**config.mk**
```make
export PLATFORM = sky130hd
export DESIGN_NAME = tcs_receiver
export DESIGN_NICKNAME = d
export VERILOG_FILES = /design/src/tcs_pkg.sv /design/src/tcs_pulse_if.sv /design/src/tcs_pulse_classifier.sv /design/src/tcs_receiver.sv
export SDC_FILE = /design/constraint.sdc
export NUM_CORES = 1
export LEC_CHECK = 0
export BUFFER_PORTS_ARGS = -buffer_cell sky130_fd_sc_hd__buf_2
export CAP_MARGIN = 10
export CORE_UTILIZATION = 50
export DETAILED_ROUTE_END_ITERATION = 10
export PLACE_DENSITY_LB_ADDON = 0.12
export RECOVER_POWER = 100
export SYNTH_ARGS = -nofsm -noshare
export SYNTH_HDL_FRONTEND = slang
export SYNTH_HIERARCHICAL = 1
export SYNTH_SLANG_ARGS = --single-unit
export TNS_END_PERCENT = 5
```
**constraint.sdc**
```tcl
create_clock -name mclk -period 2.3 [get_ports mclk]
set_input_delay 0.345 -clock mclk [delete_from_list [all_inputs] [get_ports mclk]]
set_output_delay 0.345 -clock mclk [all_outputs]
set_load 0.005 [all_outputs]
```
**src/tcs_pkg.sv**
```systemverilog
// constants, encodings and timing figures for the time code sync receiver
// What this block does
// [RQ1] The time code pin takes an unmodulated pulse-width coded 5V level signal from the clock.
// [RQ2] Only code designations B000, B001, B004 and B005 are decoded; others are unsupported.
// [RQ3] A designation is one format letter and three decimal identification digits.
// [RQ4] First digit 0 means DC level shift with no carrier; carrier and Manchester are refused.
// [RQ5] Third digit picks frame content: 0 full, 1 no binary seconds, 4 adds year, 5 year no SBS.
// [RQ6] A minute-aligned pulse on one selected digital input of 48 may serve as the source.
// [RQ7] Exactly one configured source (time code, input pulse, network time) is followed.
// [RQ8] A time code fault is intermittent and clears itself once the signal recovers.
// [RQ9] The global fault flag stays high while any non-critical fault is present.
// [RQ10] Bits arrive at 100 per second; pulse widths are timed against the 10 ms interval.
package tcs_pkg;
  // clock and time base
  localparam int unsigned CLK_PERIOD_NS    = 20;
  localparam int unsigned TICK_TIME_US     = 100;
  localparam int unsigned TICK_CYCLES_DFLT = TICK_TIME_US * 1000 / CLK_PERIOD_NS;
  localparam int unsigned BIT_INTERVAL_MS  = 10;
  localparam int unsigned BIT_TICKS        = BIT_INTERVAL_MS * 1000 / TICK_TIME_US;
  // pulse width windows in ticks (nominal 2, 5 and 8 ms)
  localparam logic [8:0] ZERO_MIN  = 9'h00_0A;
  localparam logic [8:0] ZERO_MAX  = 9'h00_23;
  localparam logic [8:0] ONE_MAX   = 9'h00_41;
  localparam logic [8:0] MARK_MAX  = 9'h00_5F;
  // three bit intervals with no rising edge means the signal is lost
  localparam logic [8:0] LOSS_TICKS = 9'(3 * BIT_TICKS);
  // symbol codes
  localparam logic [1:0] SYM_ZERO = 2'h0;
  localparam logic [1:0] SYM_ONE  = 2'h1;
  localparam logic [1:0] SYM_MARK = 2'h2;
  localparam logic [1:0] SYM_BAD  = 2'h3;
  // frame layout
  localparam logic [6:0] FRAME_LAST = 7'h63;
  localparam logic [3:0] MARK_SLOT  = 4'h9;
  // designation
  localparam logic [7:0] FMT_LETTER_B = 8'h42;
  localparam logic [3:0] DIG_ZERO     = 4'h0;
  localparam logic [3:0] CONT_FULL    = 4'h0;
  localparam logic [3:0] CONT_NO_SBS  = 4'h1;
  localparam logic [3:0] CONT_YEAR    = 4'h4;
  localparam logic [3:0] CONT_YEAR_NS = 4'h5;
  // sources
  localparam logic [1:0] SRC_IRIG = 2'h0;
  localparam logic [1:0] SRC_DI   = 2'h1;
  localparam logic [1:0] SRC_SNTP = 2'h2;
  localparam int unsigned DI_COUNT = 48;
  // frame states
  typedef enum logic [2:0] {
    ST_HUNT  = 3'b001,
    ST_SYNC  = 3'b010,
    ST_FRAME = 3'b100
  } tcs_state_t;
endpackage

```
**src/tcs_pulse_if.sv**
```systemverilog
// link between the frame decoder and the pulse width classifier
`timescale 1ns/100ps
interface tcs_pulse_if;
  logic       level;
  logic       tick;
  logic       sym_valid;
  logic [1:0] sym;
  logic       lost;
  modport dec (output level, output tick, input sym_valid, input sym, input lost);
  modport cls (input level, input tick, output sym_valid, output sym, output lost);
endinterface

```
**src/tcs_pulse_classifier.sv**
```systemverilog
// measures high pulse widths on the time code line and classifies them
`timescale 1ns/100ps
module tcs_pulse_classifier (
  // clock and reset
  input  wire logic mclk,
  input  wire logic reset,
  // decoder side
  tcs_pulse_if.cls  pif
);
  logic       prev_ff,  nxt_prev;
  logic [8:0] width_ff, nxt_width;
  logic [8:0] idle_ff,  nxt_idle;
  logic       valid_ff, nxt_valid;
  logic [1:0] sym_ff,   nxt_sym;
  logic       lost_ff,  nxt_lost;

  // width and idle counters saturate so a stuck line cannot wrap into a good width
  always_comb begin
    nxt_prev  = pif.level;
    nxt_width = width_ff;
    nxt_idle  = idle_ff;
    nxt_valid = 1'b0;
    nxt_sym   = sym_ff;
    nxt_lost  = lost_ff;
    if (pif.tick && pif.level && width_ff != 9'h1_FF) nxt_width = width_ff + 9'h0_01;
    if (pif.tick && idle_ff != 9'h1_FF) nxt_idle = idle_ff + 9'h0_01;
    if (pif.level && !prev_ff) begin
      nxt_width = 9'h0_00;
      nxt_idle  = 9'h0_00;
      nxt_lost  = 1'b0;
    end
    // [RQ10] width against interval
    if (prev_ff && !pif.level) begin
      nxt_valid = 1'b1;
      if (width_ff < tcs_pkg::ZERO_MIN)       nxt_sym = tcs_pkg::SYM_BAD;
      else if (width_ff <= tcs_pkg::ZERO_MAX) nxt_sym = tcs_pkg::SYM_ZERO;
      else if (width_ff <= tcs_pkg::ONE_MAX)  nxt_sym = tcs_pkg::SYM_ONE;
      else if (width_ff <= tcs_pkg::MARK_MAX) nxt_sym = tcs_pkg::SYM_MARK;
      else                                    nxt_sym = tcs_pkg::SYM_BAD;
    end
    // judged on the next idle count, so a fresh rising edge ends a loss instead of
    // leaving it latched by the stale saturated count
    if (nxt_idle >= tcs_pkg::LOSS_TICKS) nxt_lost = 1'b1;
  end

  always_ff @(posedge mclk) begin
    if (reset) begin
      prev_ff  <= 1'b0;
      width_ff <= 9'h0_00;
      idle_ff  <= 9'h0_00;
      valid_ff <= 1'b0;
      sym_ff   <= tcs_pkg::SYM_BAD;
      lost_ff  <= 1'b1;
    end else begin
      prev_ff  <= nxt_prev;
      width_ff <= nxt_width;
      idle_ff  <= nxt_idle;
      valid_ff <= nxt_valid;
      sym_ff   <= nxt_sym;
      lost_ff  <= nxt_lost;
    end
  end

  assign pif.sym_valid = valid_ff;
  assign pif.sym       = sym_ff;
  assign pif.lost      = lost_ff;

  // every falling edge of the level line yields one symbol
  AST_FALL_GIVES_SYMBOL: assert property (@(posedge mclk) disable iff (reset) // [RQ1]
    (prev_ff && !pif.level) |=> pif.sym_valid)
    else $error("falling edge gave no symbol");

  // a marker symbol only follows a width inside the marker window
  AST_MARK_WIDTH: assert property (@(posedge mclk) disable iff (reset) // [RQ10]
    (pif.sym_valid && pif.sym == tcs_pkg::SYM_MARK) |->
      ($past(width_ff) > tcs_pkg::ONE_MAX && $past(width_ff) <= tcs_pkg::MARK_MAX))
    else $error("marker symbol from wrong width");
endmodule

```
**src/tcs_receiver.sv**
```systemverilog
// time code sync receiver top: source select, frame decode, fault flags
`timescale 1ns/100ps
module tcs_receiver #(
  parameter int unsigned TICK_CYCLES = tcs_pkg::TICK_CYCLES_DFLT
) (
  // clock and reset
  input  wire logic        mclk,
  input  wire logic        reset,
  // external time sources
  input  wire logic        irig_in,
  input  wire logic [47:0] di_in,
  input  wire logic        sntp_sync,
  // configuration and non-critical fault input
  input  wire logic [1:0]  src_sel,
  input  wire logic [5:0]  di_sel,
  input  wire logic [7:0]  code_letter,
  input  wire logic [3:0]  code_dig1,
  input  wire logic [3:0]  code_dig2,
  input  wire logic [3:0]  code_dig3,
  input  wire logic        nc_fault_in,
  // decoded time
  output logic             time_valid,
  output logic [6:0]       sec_bcd,
  output logic [6:0]       min_bcd,
  output logic [5:0]       hour_bcd,
  output logic [9:0]       day_bcd,
  output logic [7:0]       year_bcd,
  output logic [16:0]      sbs,
  // status
  output logic             sync_pulse,
  output logic             code_ok,
  output logic             has_year,
  output logic             has_sbs,
  output logic             irig_fault,
  output logic             device_fault
);
  tcs_pulse_if pif ();

  tcs_pulse_classifier u_cls (
    .mclk  (mclk),
    .reset (reset),
    .pif   (pif)
  );

  function automatic logic is_dec(input logic [3:0] d);
    return d <= 4'h9;
  endfunction

  // tick divider and pin synchronisers
  logic [12:0] div_ff, nxt_div;
  logic        tick_ff, nxt_tick;
  logic        irig_meta_ff, irig_sync_ff;
  logic        di_meta_ff, di_sync_ff, di_prev_ff;
  logic        di_raw;

  assign di_raw = (32'(di_sel) < tcs_pkg::DI_COUNT) ? di_in[di_sel] : 1'b0;

  always_comb begin
    nxt_tick = 1'b0;
    nxt_div  = div_ff + 13'h0_001;
    if (div_ff == 13'(TICK_CYCLES - 1)) begin
      nxt_div  = 13'h0_000;
      nxt_tick = 1'b1;
    end
  end

  // the selected input is muxed before syncing; a select change may give one stray edge
  always_ff @(posedge mclk) begin
    if (reset) begin
      div_ff       <= 13'h0_000;
      tick_ff      <= 1'b0;
      irig_meta_ff <= 1'b0;
      irig_sync_ff <= 1'b0;
      di_meta_ff   <= 1'b0;
      di_sync_ff   <= 1'b0;
      di_prev_ff   <= 1'b0;
    end else begin
      div_ff       <= nxt_div;
      tick_ff      <= nxt_tick;
      irig_meta_ff <= irig_in;
      irig_sync_ff <= irig_meta_ff;
      di_meta_ff   <= di_raw;
      di_sync_ff   <= di_meta_ff;
      di_prev_ff   <= di_sync_ff;
    end
  end

  assign pif.level = irig_sync_ff;
  assign pif.tick  = tick_ff;

  // designation check
  logic ok_ff, nxt_ok, year_ff, nxt_year, sbs_ff, nxt_sbs;

  always_comb begin
    // [RQ3] letter plus digits
    nxt_ok = code_letter == tcs_pkg::FMT_LETTER_B && is_dec(code_dig1)
             && is_dec(code_dig2) && is_dec(code_dig3);
    // [RQ4] dc level shift only
    nxt_ok = nxt_ok && code_dig1 == tcs_pkg::DIG_ZERO && code_dig2 == tcs_pkg::DIG_ZERO;
    // [RQ2] supported variants only
    nxt_ok = nxt_ok && (code_dig3 == tcs_pkg::CONT_FULL || code_dig3 == tcs_pkg::CONT_NO_SBS
             || code_dig3 == tcs_pkg::CONT_YEAR || code_dig3 == tcs_pkg::CONT_YEAR_NS);
    // [RQ5] content flags
    nxt_year = code_dig3 == tcs_pkg::CONT_YEAR || code_dig3 == tcs_pkg::CONT_YEAR_NS;
    nxt_sbs  = code_dig3 == tcs_pkg::CONT_FULL || code_dig3 == tcs_pkg::CONT_YEAR;
  end

  always_ff @(posedge mclk) begin
    if (reset) begin
      ok_ff   <= 1'b0;
      year_ff <= 1'b0;
      sbs_ff  <= 1'b0;
    end else begin
      ok_ff   <= nxt_ok;
      year_ff <= nxt_year;
      sbs_ff  <= nxt_sbs;
    end
  end

  // frame decoder: two markers in a row mark the frame start
  tcs_pkg::tcs_state_t state_ff, nxt_state;
  logic [6:0]  idx_ff, nxt_idx;
  logic [3:0]  slot_ff, nxt_slot;
  logic [99:0] bits_ff, nxt_bits;
  logic        frame_done, frame_err;

  always_comb begin
    nxt_state  = state_ff;
    nxt_idx    = idx_ff;
    nxt_slot   = slot_ff;
    nxt_bits   = bits_ff;
    frame_done = 1'b0;
    frame_err  = 1'b0;
    if (pif.sym_valid) begin
      unique case (state_ff)
        tcs_pkg::ST_HUNT: begin
          if (pif.sym == tcs_pkg::SYM_MARK) nxt_state = tcs_pkg::ST_SYNC;
        end
        tcs_pkg::ST_SYNC: begin
          nxt_idx   = 7'h01;
          nxt_slot  = 4'h1;
          nxt_state = (pif.sym == tcs_pkg::SYM_MARK) ? tcs_pkg::ST_FRAME : tcs_pkg::ST_HUNT;
        end
        tcs_pkg::ST_FRAME: begin
          // markers sit only at every tenth position
          if (pif.sym == tcs_pkg::SYM_BAD
              || ((slot_ff == tcs_pkg::MARK_SLOT) != (pif.sym == tcs_pkg::SYM_MARK))) begin
            frame_err = 1'b1;
            nxt_state = tcs_pkg::ST_HUNT;
          end else begin
            nxt_bits[idx_ff] = pif.sym == tcs_pkg::SYM_ONE;
            nxt_idx          = idx_ff + 7'h01;
            nxt_slot         = (slot_ff == tcs_pkg::MARK_SLOT) ? 4'h0 : slot_ff + 4'h1;
            if (idx_ff == tcs_pkg::FRAME_LAST) begin
              frame_done = 1'b1;
              nxt_state  = tcs_pkg::ST_SYNC;
            end
          end
        end
        default: nxt_state = tcs_pkg::ST_HUNT;
      endcase
    end
    if (pif.lost) nxt_state = tcs_pkg::ST_HUNT;
  end

  always_ff @(posedge mclk) begin
    if (reset) begin
      state_ff <= tcs_pkg::ST_HUNT;
      idx_ff   <= 7'h00;
      slot_ff  <= 4'h0;
      bits_ff  <= '0;
    end else begin
      state_ff <= nxt_state;
      idx_ff   <= nxt_idx;
      slot_ff  <= nxt_slot;
      bits_ff  <= nxt_bits;
    end
  end

  // output registers, time fields and fault flags
  logic        tv_ff, nxt_tv, sp_ff, nxt_sp, flt_ff, nxt_flt, dev_ff, nxt_dev;
  logic [6:0]  sec_ff, nxt_sec, min_ff, nxt_min;
  logic [5:0]  hour_ff, nxt_hour;
  logic [9:0]  day_ff, nxt_day;
  logic [7:0]  yr_ff, nxt_yr;
  logic [16:0] sbsv_ff, nxt_sbsv;
  logic        flt_set, flt_clr;

  always_comb begin
    nxt_tv   = frame_done && ok_ff;
    nxt_sec  = sec_ff;
    nxt_min  = min_ff;
    nxt_hour = hour_ff;
    nxt_day  = day_ff;
    nxt_yr   = yr_ff;
    nxt_sbsv = sbsv_ff;
    if (nxt_tv) begin
      nxt_sec  = {nxt_bits[8:6], nxt_bits[4:1]};
      nxt_min  = {nxt_bits[17:15], nxt_bits[13:10]};
      nxt_hour = {nxt_bits[26:25], nxt_bits[23:20]};
      nxt_day  = {nxt_bits[41:40], nxt_bits[38:35], nxt_bits[33:30]};
      // [RQ5] unused fields read zero
      nxt_yr   = year_ff ? {nxt_bits[58:55], nxt_bits[53:50]} : 8'h00;
      nxt_sbsv = sbs_ff ? {nxt_bits[97:90], nxt_bits[88:80]} : 17'h0_0000;
    end
    // [RQ7] single source
    unique case (src_sel)
      tcs_pkg::SRC_IRIG: nxt_sp = nxt_tv;
      // [RQ6] input minute pulse
      tcs_pkg::SRC_DI:   nxt_sp = di_sync_ff && !di_prev_ff;
      tcs_pkg::SRC_SNTP: nxt_sp = sntp_sync;
      default:           nxt_sp = 1'b0;
    endcase
    // [RQ8] self clearing fault, set wins
    flt_set = src_sel == tcs_pkg::SRC_IRIG && (pif.lost || frame_err || !ok_ff);
    flt_clr = src_sel != tcs_pkg::SRC_IRIG || nxt_tv;
    nxt_flt = flt_set ? 1'b1 : (flt_clr ? 1'b0 : flt_ff);
    // [RQ9] global fault flag
    nxt_dev = flt_ff || nc_fault_in;
  end

  always_ff @(posedge mclk) begin
    if (reset) begin
      tv_ff   <= 1'b0;
      sp_ff   <= 1'b0;
      flt_ff  <= 1'b0;
      dev_ff  <= 1'b0;
      sec_ff  <= 7'h00;
      min_ff  <= 7'h00;
      hour_ff <= 6'h00;
      day_ff  <= 10'h000;
      yr_ff   <= 8'h00;
      sbsv_ff <= 17'h0_0000;
    end else begin
      tv_ff   <= nxt_tv;
      sp_ff   <= nxt_sp;
      flt_ff  <= nxt_flt;
      dev_ff  <= nxt_dev;
      sec_ff  <= nxt_sec;
      min_ff  <= nxt_min;
      hour_ff <= nxt_hour;
      day_ff  <= nxt_day;
      yr_ff   <= nxt_yr;
      sbsv_ff <= nxt_sbsv;
    end
  end

  assign time_valid   = tv_ff;
  assign sec_bcd      = sec_ff;
  assign min_bcd      = min_ff;
  assign hour_bcd     = hour_ff;
  assign day_bcd      = day_ff;
  assign year_bcd     = yr_ff;
  assign sbs          = sbsv_ff;
  assign sync_pulse   = sp_ff;
  assign code_ok      = ok_ff;
  assign has_year     = year_ff;
  assign has_sbs      = sbs_ff;
  assign irig_fault   = flt_ff;
  assign device_fault = dev_ff;

  AST_UNSUPPORTED_FAULTS: assert property (@(posedge mclk) disable iff (reset) // [RQ2]
    (src_sel == tcs_pkg::SRC_IRIG && !ok_ff) |=> irig_fault)
    else $error("unsupported code did not raise fault");

  AST_CARRIER_REFUSED: assert property (@(posedge mclk) disable iff (reset) // [RQ4]
    (code_dig1 != tcs_pkg::DIG_ZERO) |=> !code_ok)
    else $error("modulated code accepted");

  AST_NO_YEAR_ZERO: assert property (@(posedge mclk) disable iff (reset) // [RQ5]
    (time_valid && !has_year) |-> year_bcd == 8'h00)
    else $error("year shown without year content");

  AST_DI_PULSE: assert property (@(posedge mclk) disable iff (reset) // [RQ6]
    (src_sel == tcs_pkg::SRC_DI && di_sync_ff && !di_prev_ff) |=> sync_pulse)
    else $error("input minute pulse lost");

  AST_SNTP_ONLY_SELECTED: assert property (@(posedge mclk) disable iff (reset) // [RQ7]
    (src_sel != tcs_pkg::SRC_SNTP && src_sel != tcs_pkg::SRC_DI && !nxt_tv) |=> !sync_pulse)
    else $error("sync pulse from unselected source");

  AST_FAULT_AUTOCLEAR: assert property (@(posedge mclk) disable iff (reset) // [RQ8]
    (src_sel == tcs_pkg::SRC_IRIG && nxt_tv && !pif.lost) ##1 (src_sel != tcs_pkg::SRC_IRIG
      || !flt_set) |=> !irig_fault)
    else $error("time code fault did not clear");

  AST_GLOBAL_FAULT: assert property (@(posedge mclk) disable iff (reset) // [RQ9]
    (irig_fault || nc_fault_in) |=> device_fault)
    else $error("global fault flag missing");

  AST_FRAME_ERROR_HUNTS: assert property (@(posedge mclk) disable iff (reset) // [RQ10]
    frame_err |=> (state_ff == tcs_pkg::ST_HUNT) ##1 !time_valid)
    else $error("frame error did not restart hunt");
endmodule

```
# Word-level counts from Yosys, hierarchy flattened
# Cells that the tools add are included.
[totals]
reg_bits = 218
wordCells = 153
in_bits = 81
out_inout_bits = 62
[classes]
magnitude_cmp = 12
n_reduce_logical = 44
n_eq_ne = 21
muxes = 38
add_sub_neg = 5
bitwise_logic = 2
[ops]
columns = ["operator", "count"]
rows = [
  ["$mux W98", 3],
  ["$bwmux W100", 1],
  ["$add A9 B1 Y9 const B", 2],
  ["$le A9 B7 Y1 const B", 2],
  ["$mux W9", 2],
  ["$ne A9 B9 Y1 const B", 2],
  ["$mux W17", 1],
  ["$logic_and A1 B1 Y1", 15],
  ["$mux W1", 14],
  ["$pmux W7 S2", 1],
  ["$add A13 B1 Y13 const B", 1],
  ["$eq A13 B13 Y1 const B", 1],
  ["$le A4 B4 Y1 const B", 3],
  ["$logic_not A4 Y1", 3],
  ["$mux W3", 4],
  ["$logic_or A1 B1 Y1", 10],
  ["$reduce_or A2 Y1", 5],
  ["$ge A9 B9 Y1 const B", 1],
  ["$le A9 B6 Y1 const B", 1],
  ["$lt A9 B4 Y1 const B", 1],
  ["$pmux W3 S3", 1],
  ["$reduce_and A3 Y1", 3],
  ["$eq A4 B3 Y1 const B", 2],
  ["$eq A8 B7 Y1 const B", 1],
  ["other kinds (29)", 42],
]

# Logic depth before layout (Yosys ltp)
[logic_depth]
word_depth = 10
ltp_mapped = 11
mapped_depth_nobuf = 9

# Hierarchy
# Netlist, hierarchy kept.
[modules_own_cells]
columns = ["mod", "n_inst", "seq_area_each_um2", "cells_each", "area_each_um2"]
rows = [
  ["tcs_receiver", 1, 3002.9, 727, 6721.4],
  ["tcs_pulse_classifier", 1, 460.4, 142, 1197.4],
]

# Worst setup path before layout
# No wires, ideal clock.
[synth_path]
path_type = "reg-to-reg"
from = "register slot_ff[1]"
to = "register sbsv_ff[10], in the netlist sbs[10]"
setup_slack_ns = 0.290
t_arrival_ns = 1.884
synth_period_minus_slack_ns = 2.010
path_stages_with_launch = 10
required_ns = 2.174
setup_ns = 0.126
path_cell_list = "dfxtp_1 inv_1 ha_1 nand3b_4 mux2_4 buf_6 buf_2 nor3_1 mux2i_1 o21ai_1"
[synth_between]
elab_chain_cells = 7
word_cells_on_any_way = 11
cone_classes = "eq/ne (2); mux (7); reduce/logical (2)"
[synth_lines]
columns = ["item", "line", "source"]
rows = [
  ["from (decl)", "tcs_receiver.sv:123", "logic [3:0] slot_ff, nxt_slot;"],
  ["from (signal assigned)", "tcs_receiver.sv:175", "slot_ff <= nxt_slot;"],
  ["$eq A4 B4 Y1 (*)", "tcs_receiver.sv:147", "|| ((slot_ff == tcs_pkg::MARK_SLOT) != (pif.sym == tcs_pkg::SYM_MARK))) begin"],
  ["$ne A1 B1 Y1 (*)", "tcs_receiver.sv:147", ""],
  ["$logic_or A1 B1 Y1 (*)", "tcs_receiver.sv:147", ""],
  ["$mux W98 / $mux W1 (equally long branches)", "tcs_receiver.sv:146", "if (pif.sym == tcs_pkg::SYM_BAD"],
  ["$mux W98 / $mux W1 (equally long branches)", "tcs_receiver.sv:135", "unique case (state_ff)"],
  ["$mux W98 / $mux W1 (equally long branches)", "tcs_receiver.sv:134", "if (pif.sym_valid) begin"],
  ["$mux W17 / $logic_and A1 B1 Y1 (equally long branches)", "tcs_receiver.sv:204, tcs_receiver.sv:190", ""],
  ["to (signal assigned)", "tcs_receiver.sv:244", "sbsv_ff <= nxt_sbsv;"],
  ["to (decl)", "tcs_receiver.sv:186", "logic [16:0] sbsv_ff, nxt_sbsv;"],
]
# Mark *: on every way between the ends. The rest lies on a longest branch, timed or not.
# A chain may end at the register's enable or synchronous reset.

# Worst setup path in the final report
[layout_path]
from = "register slot_ff[1]"
to = "register min_ff[6], in the netlist min_bcd[6]"
[layout_between]
elab_chain_cells = 7
word_cells_on_any_way = 10
cone_classes = "eq/ne (2); mux (6); reduce/logical (2)"
[layout_lines]
columns = ["item", "line", "source"]
rows = [
  ["$eq A4 B4 Y1 (*)", "tcs_receiver.sv:147", ""],
  ["$ne A1 B1 Y1 (*)", "tcs_receiver.sv:147", ""],
  ["$logic_or A1 B1 Y1 (*)", "tcs_receiver.sv:147", ""],
  ["$mux W1", "tcs_receiver.sv:146", ""],
  ["$mux W1", "tcs_receiver.sv:135", ""],
  ["$mux W1", "tcs_receiver.sv:134", ""],
  ["$logic_and A1 B1 Y1", "tcs_receiver.sv:190", "nxt_tv = frame_done && ok_ff;"],
  ["to (signal assigned)", "tcs_receiver.sv:240", "min_ff <= nxt_min;"],
  ["to (decl)", "tcs_receiver.sv:182", "logic [6:0] sec_ff, nxt_sec, min_ff, nxt_min;"],
]
# Marks and branches as above.

==> flow_metrics.py <==
metrics = {
    "routing": {
        "drt_iter0_markers": 394,
        "highest_layer": "met4",
        "drtPass1Iterations": 4,
        "routedWlPerCell_um": 15.0,
        "wirelength_mm": 18.3,
        "wirelength_met1_mm": 8.78,
        "wl_met3_um": 874,
        "dr_total_vias": 6703,
        "vias_per_cell": 5.49,
        "antenna_left": 0,
        "wl_met2_mm": 8.39,
        "drc": 0,
    },
    "sta": {
        "worst_slew_pin_slew_ns": 0.813,
        "hold_slack_ns": 0.0620,
        "rsz0062_at_grt": "yes",
        "hold_violations": 0,
        "finalCritPeriodShare": 0.955,
        "fin_setup_tns_ns": 0,
        "drv_slew": 0,
        "skew_ns": 0.0103,
        "fmax_ghz": 0.455,
        "finalCriticalPeriod_ns": 2.20,
        "setup_slack_ns": 0.103,
        "setup_viol": 0,
        "slew_headroom": 0.458,
    },
    "run_status": {
        "outcome": "finished, final reports clean",
    },
    "placement": {
        "dpl.cell_count": 1190,
        "portBuffers": 142,
        "dp_slack_ns": 0.0800,
        "dpl_cell_area_mm2": 0.00888,
        "dp_hpwl_mm": 12.8,
        "gp_congestion": 0.851,
    },
    "setup_path": {
        "path_class": "reg -> reg",
        "critPathLaunchType": "register",
        "worst_ep_required_time_ns": 2.61,
        "crit_arrival_ns": 2.51,
        "reg2reg_slack_ns": 0.10,
        "cp-end-kind": "register",
        "critPathMaxFanout": 20,
    },
    "synthesis": {
        "synth-warning-count": 6,
        "synth_top_area_cell": "dfxtp_1",
        "synthesis.area_mm2": 0.00792,
        "syn-mean-instance-area_um2": 9.11,
        "synth_top_flop_cell": "dfxtp_1",
        "ys_ff_latch": 173,
        "yosysSeqAreaShare": 0.437,
        "synthTopCellsByArea": "dfxtp_1 (44%), mux2i_1 (7.2%), nor2_1 (6.5%)",
        "synth_top_area_share": 0.437,
        "synthCells": 869,
        "synth_edf_count": 0,
        "synthArstFlopShare": 0,
        "synth.distinct_cells": 67,
        "synth.net_count": 959,
    },
    "min_path": {
        "hold_class": "in -> reg",
    },
    "power": {
        "vdd_drop_max_mv": 0.545,
        "powerDensity_mw_per_mm2": 649,
        "leakagePower_nw": 3.39,
        "finalPower_mw": 6.13,
    },
    "floorplanning": {
        "coreArea_mm2": 0.0153,
        "fp.dieW_um": 128,
        "die_height_um": 128,
        "io_pins": 143,
        "placementRows": 45,
        "initial_core_util": 0.517,
        "die-area_mm2": 0.0163,
    },
    "clock_network": {
        "cts_max_path_buffers": 2,
        "cts_hold_buffers": 0,
        "clk_pin_slew_worst_paths_ns": 0.07,
        "cts_root_buffer": "clkbuf_16",
        "cts_tree": "yes",
        "cts_resized": 0,
        "htreeDepth": 4,
        "clkLatencyLatePin_ns": 0.43,
        "clkSinkCount": 173,
        "postCtsSetupBuffers": 0,
        "cts_made_buffers": 17,
    },
    "layout": {
        "syn_to_final_growth_pct": 19.3,
        "final_nets": 1088,
        "final_common_cell": "dfxtp_1",
        "fin_area_mm2": 0.00945,
        "fin_util": 0.617,
        "layout_common_cells": "dfxtp_1 (173), nor2_1 (137), buf_2 (96)",
        "antenna_cells": 0,
        "final_layout_size_suffix_gt1_frac": 0.200,
        "layout.cells.non_filler": 1222,
    },
    "grt": {
        "grt.total_usage": 0.234,
        "grt_pass1_wl_mm": 30.4,
        "grt_max_degree": 59,
        "grt_pass1_vias": 6094,
        "antenna_found_initial": 0,
        "gr-total-overflow": 0,
    },
    "job": {
        "cap_violations": 0,
    },
}
-- final timing paths --
kind	from	endpoint	depth (start not counted)
worst max-delay path	slot_ff[1]	min_bcd[6]	9
worst min-delay path	code_dig3[0]	has_sbs	2
worst max register to register	slot_ff[1]	min_bcd[6]	9
worst min register to register	di_meta_ff	di_sync_ff	1
-- sequential cells by signal, summed over array words and instances, names as in the netlist, 7 cells and up --
name            count
bits_ff            55
div_ff             13
u_cls/idle_ff       9
min_bcd             7
day_bcd            10
sbs                17
idx_ff              7
sec_bcd             7
u_cls/width_ff      9
year_bcd            8
-- critical path, cell delays in order, from the launching register on --
cell	delay (ns)
dfxtp_1	0.32
inv_1	0.04
ha_1	0.21
nand3b_4	0.09
mux2_4	0.40
buf_12	0.19
buf_4	0.18
nor3_1	0.26
mux2i_1	0.26
a211oi_1	0.10
-- cell type report --
type | instances | area, um^2
Multi-Input combinational cell | 622 | 4150
Clock inverter | 11 | 135
Timing Repair Buffer | 174 | 936
Clock buffer | 21 | 460
Fill cell | 1410 | 5870
Tap cell | 211 | 264
Sequential cell | 173 | 3460
Inverter | 10 | 37.5
-- routing by layer --
metal	up-vias	track usage
li1	3359	-
met1	3141	0.320
met2	185	0.364
met3	18	0.0484
met4	0	0.0907
met5	-	0
-- cell families (layout without fill, tap and decap cells) --
group / count (synthesis) / after routing / synth area share
AND/OR/NAND/NOR: 389 / 389 / 0.260
buffers and inverters: 74 / 216 / 0.0447
adder cells (fa/ha/maj): 9 / 9 / 0.0142
flip-flops: 173 / 173 / 0.437
multiplexers: 72 / 72 / 0.112
AO/OA/AOI/OAI: 127 / 127 / 0.104
XOR/XNOR: 25 / 25 / 0.0277
-- synth_stat cells (all sizes together), types with 3 or more instances --
cell      n
buf      32
nor4b     5
mux2i    57
mux4     13
o31ai     4
xor2     19
nor3     36
a21oi    31
o21ai    45
nor2    137
nand2    48
nand3b   34
a31oi     5
or3       6
nand3    36
a211oi   26
xnor2     6
or4       5
nor3b     3
and4b     4
nor4     16
dfxtp   173
nor2b    14
ha        9
clkbuf   32
nand4    19
inv      10
nand2b   12
and3      3
-- where the power goes --
group          switching, mW  internal, mW  total, mW
logic                  0.108         0.122      0.230
clock network           1.21          1.67       2.88
registers            0.00947          3.01       3.02
(Power assumes the default switching activity.)
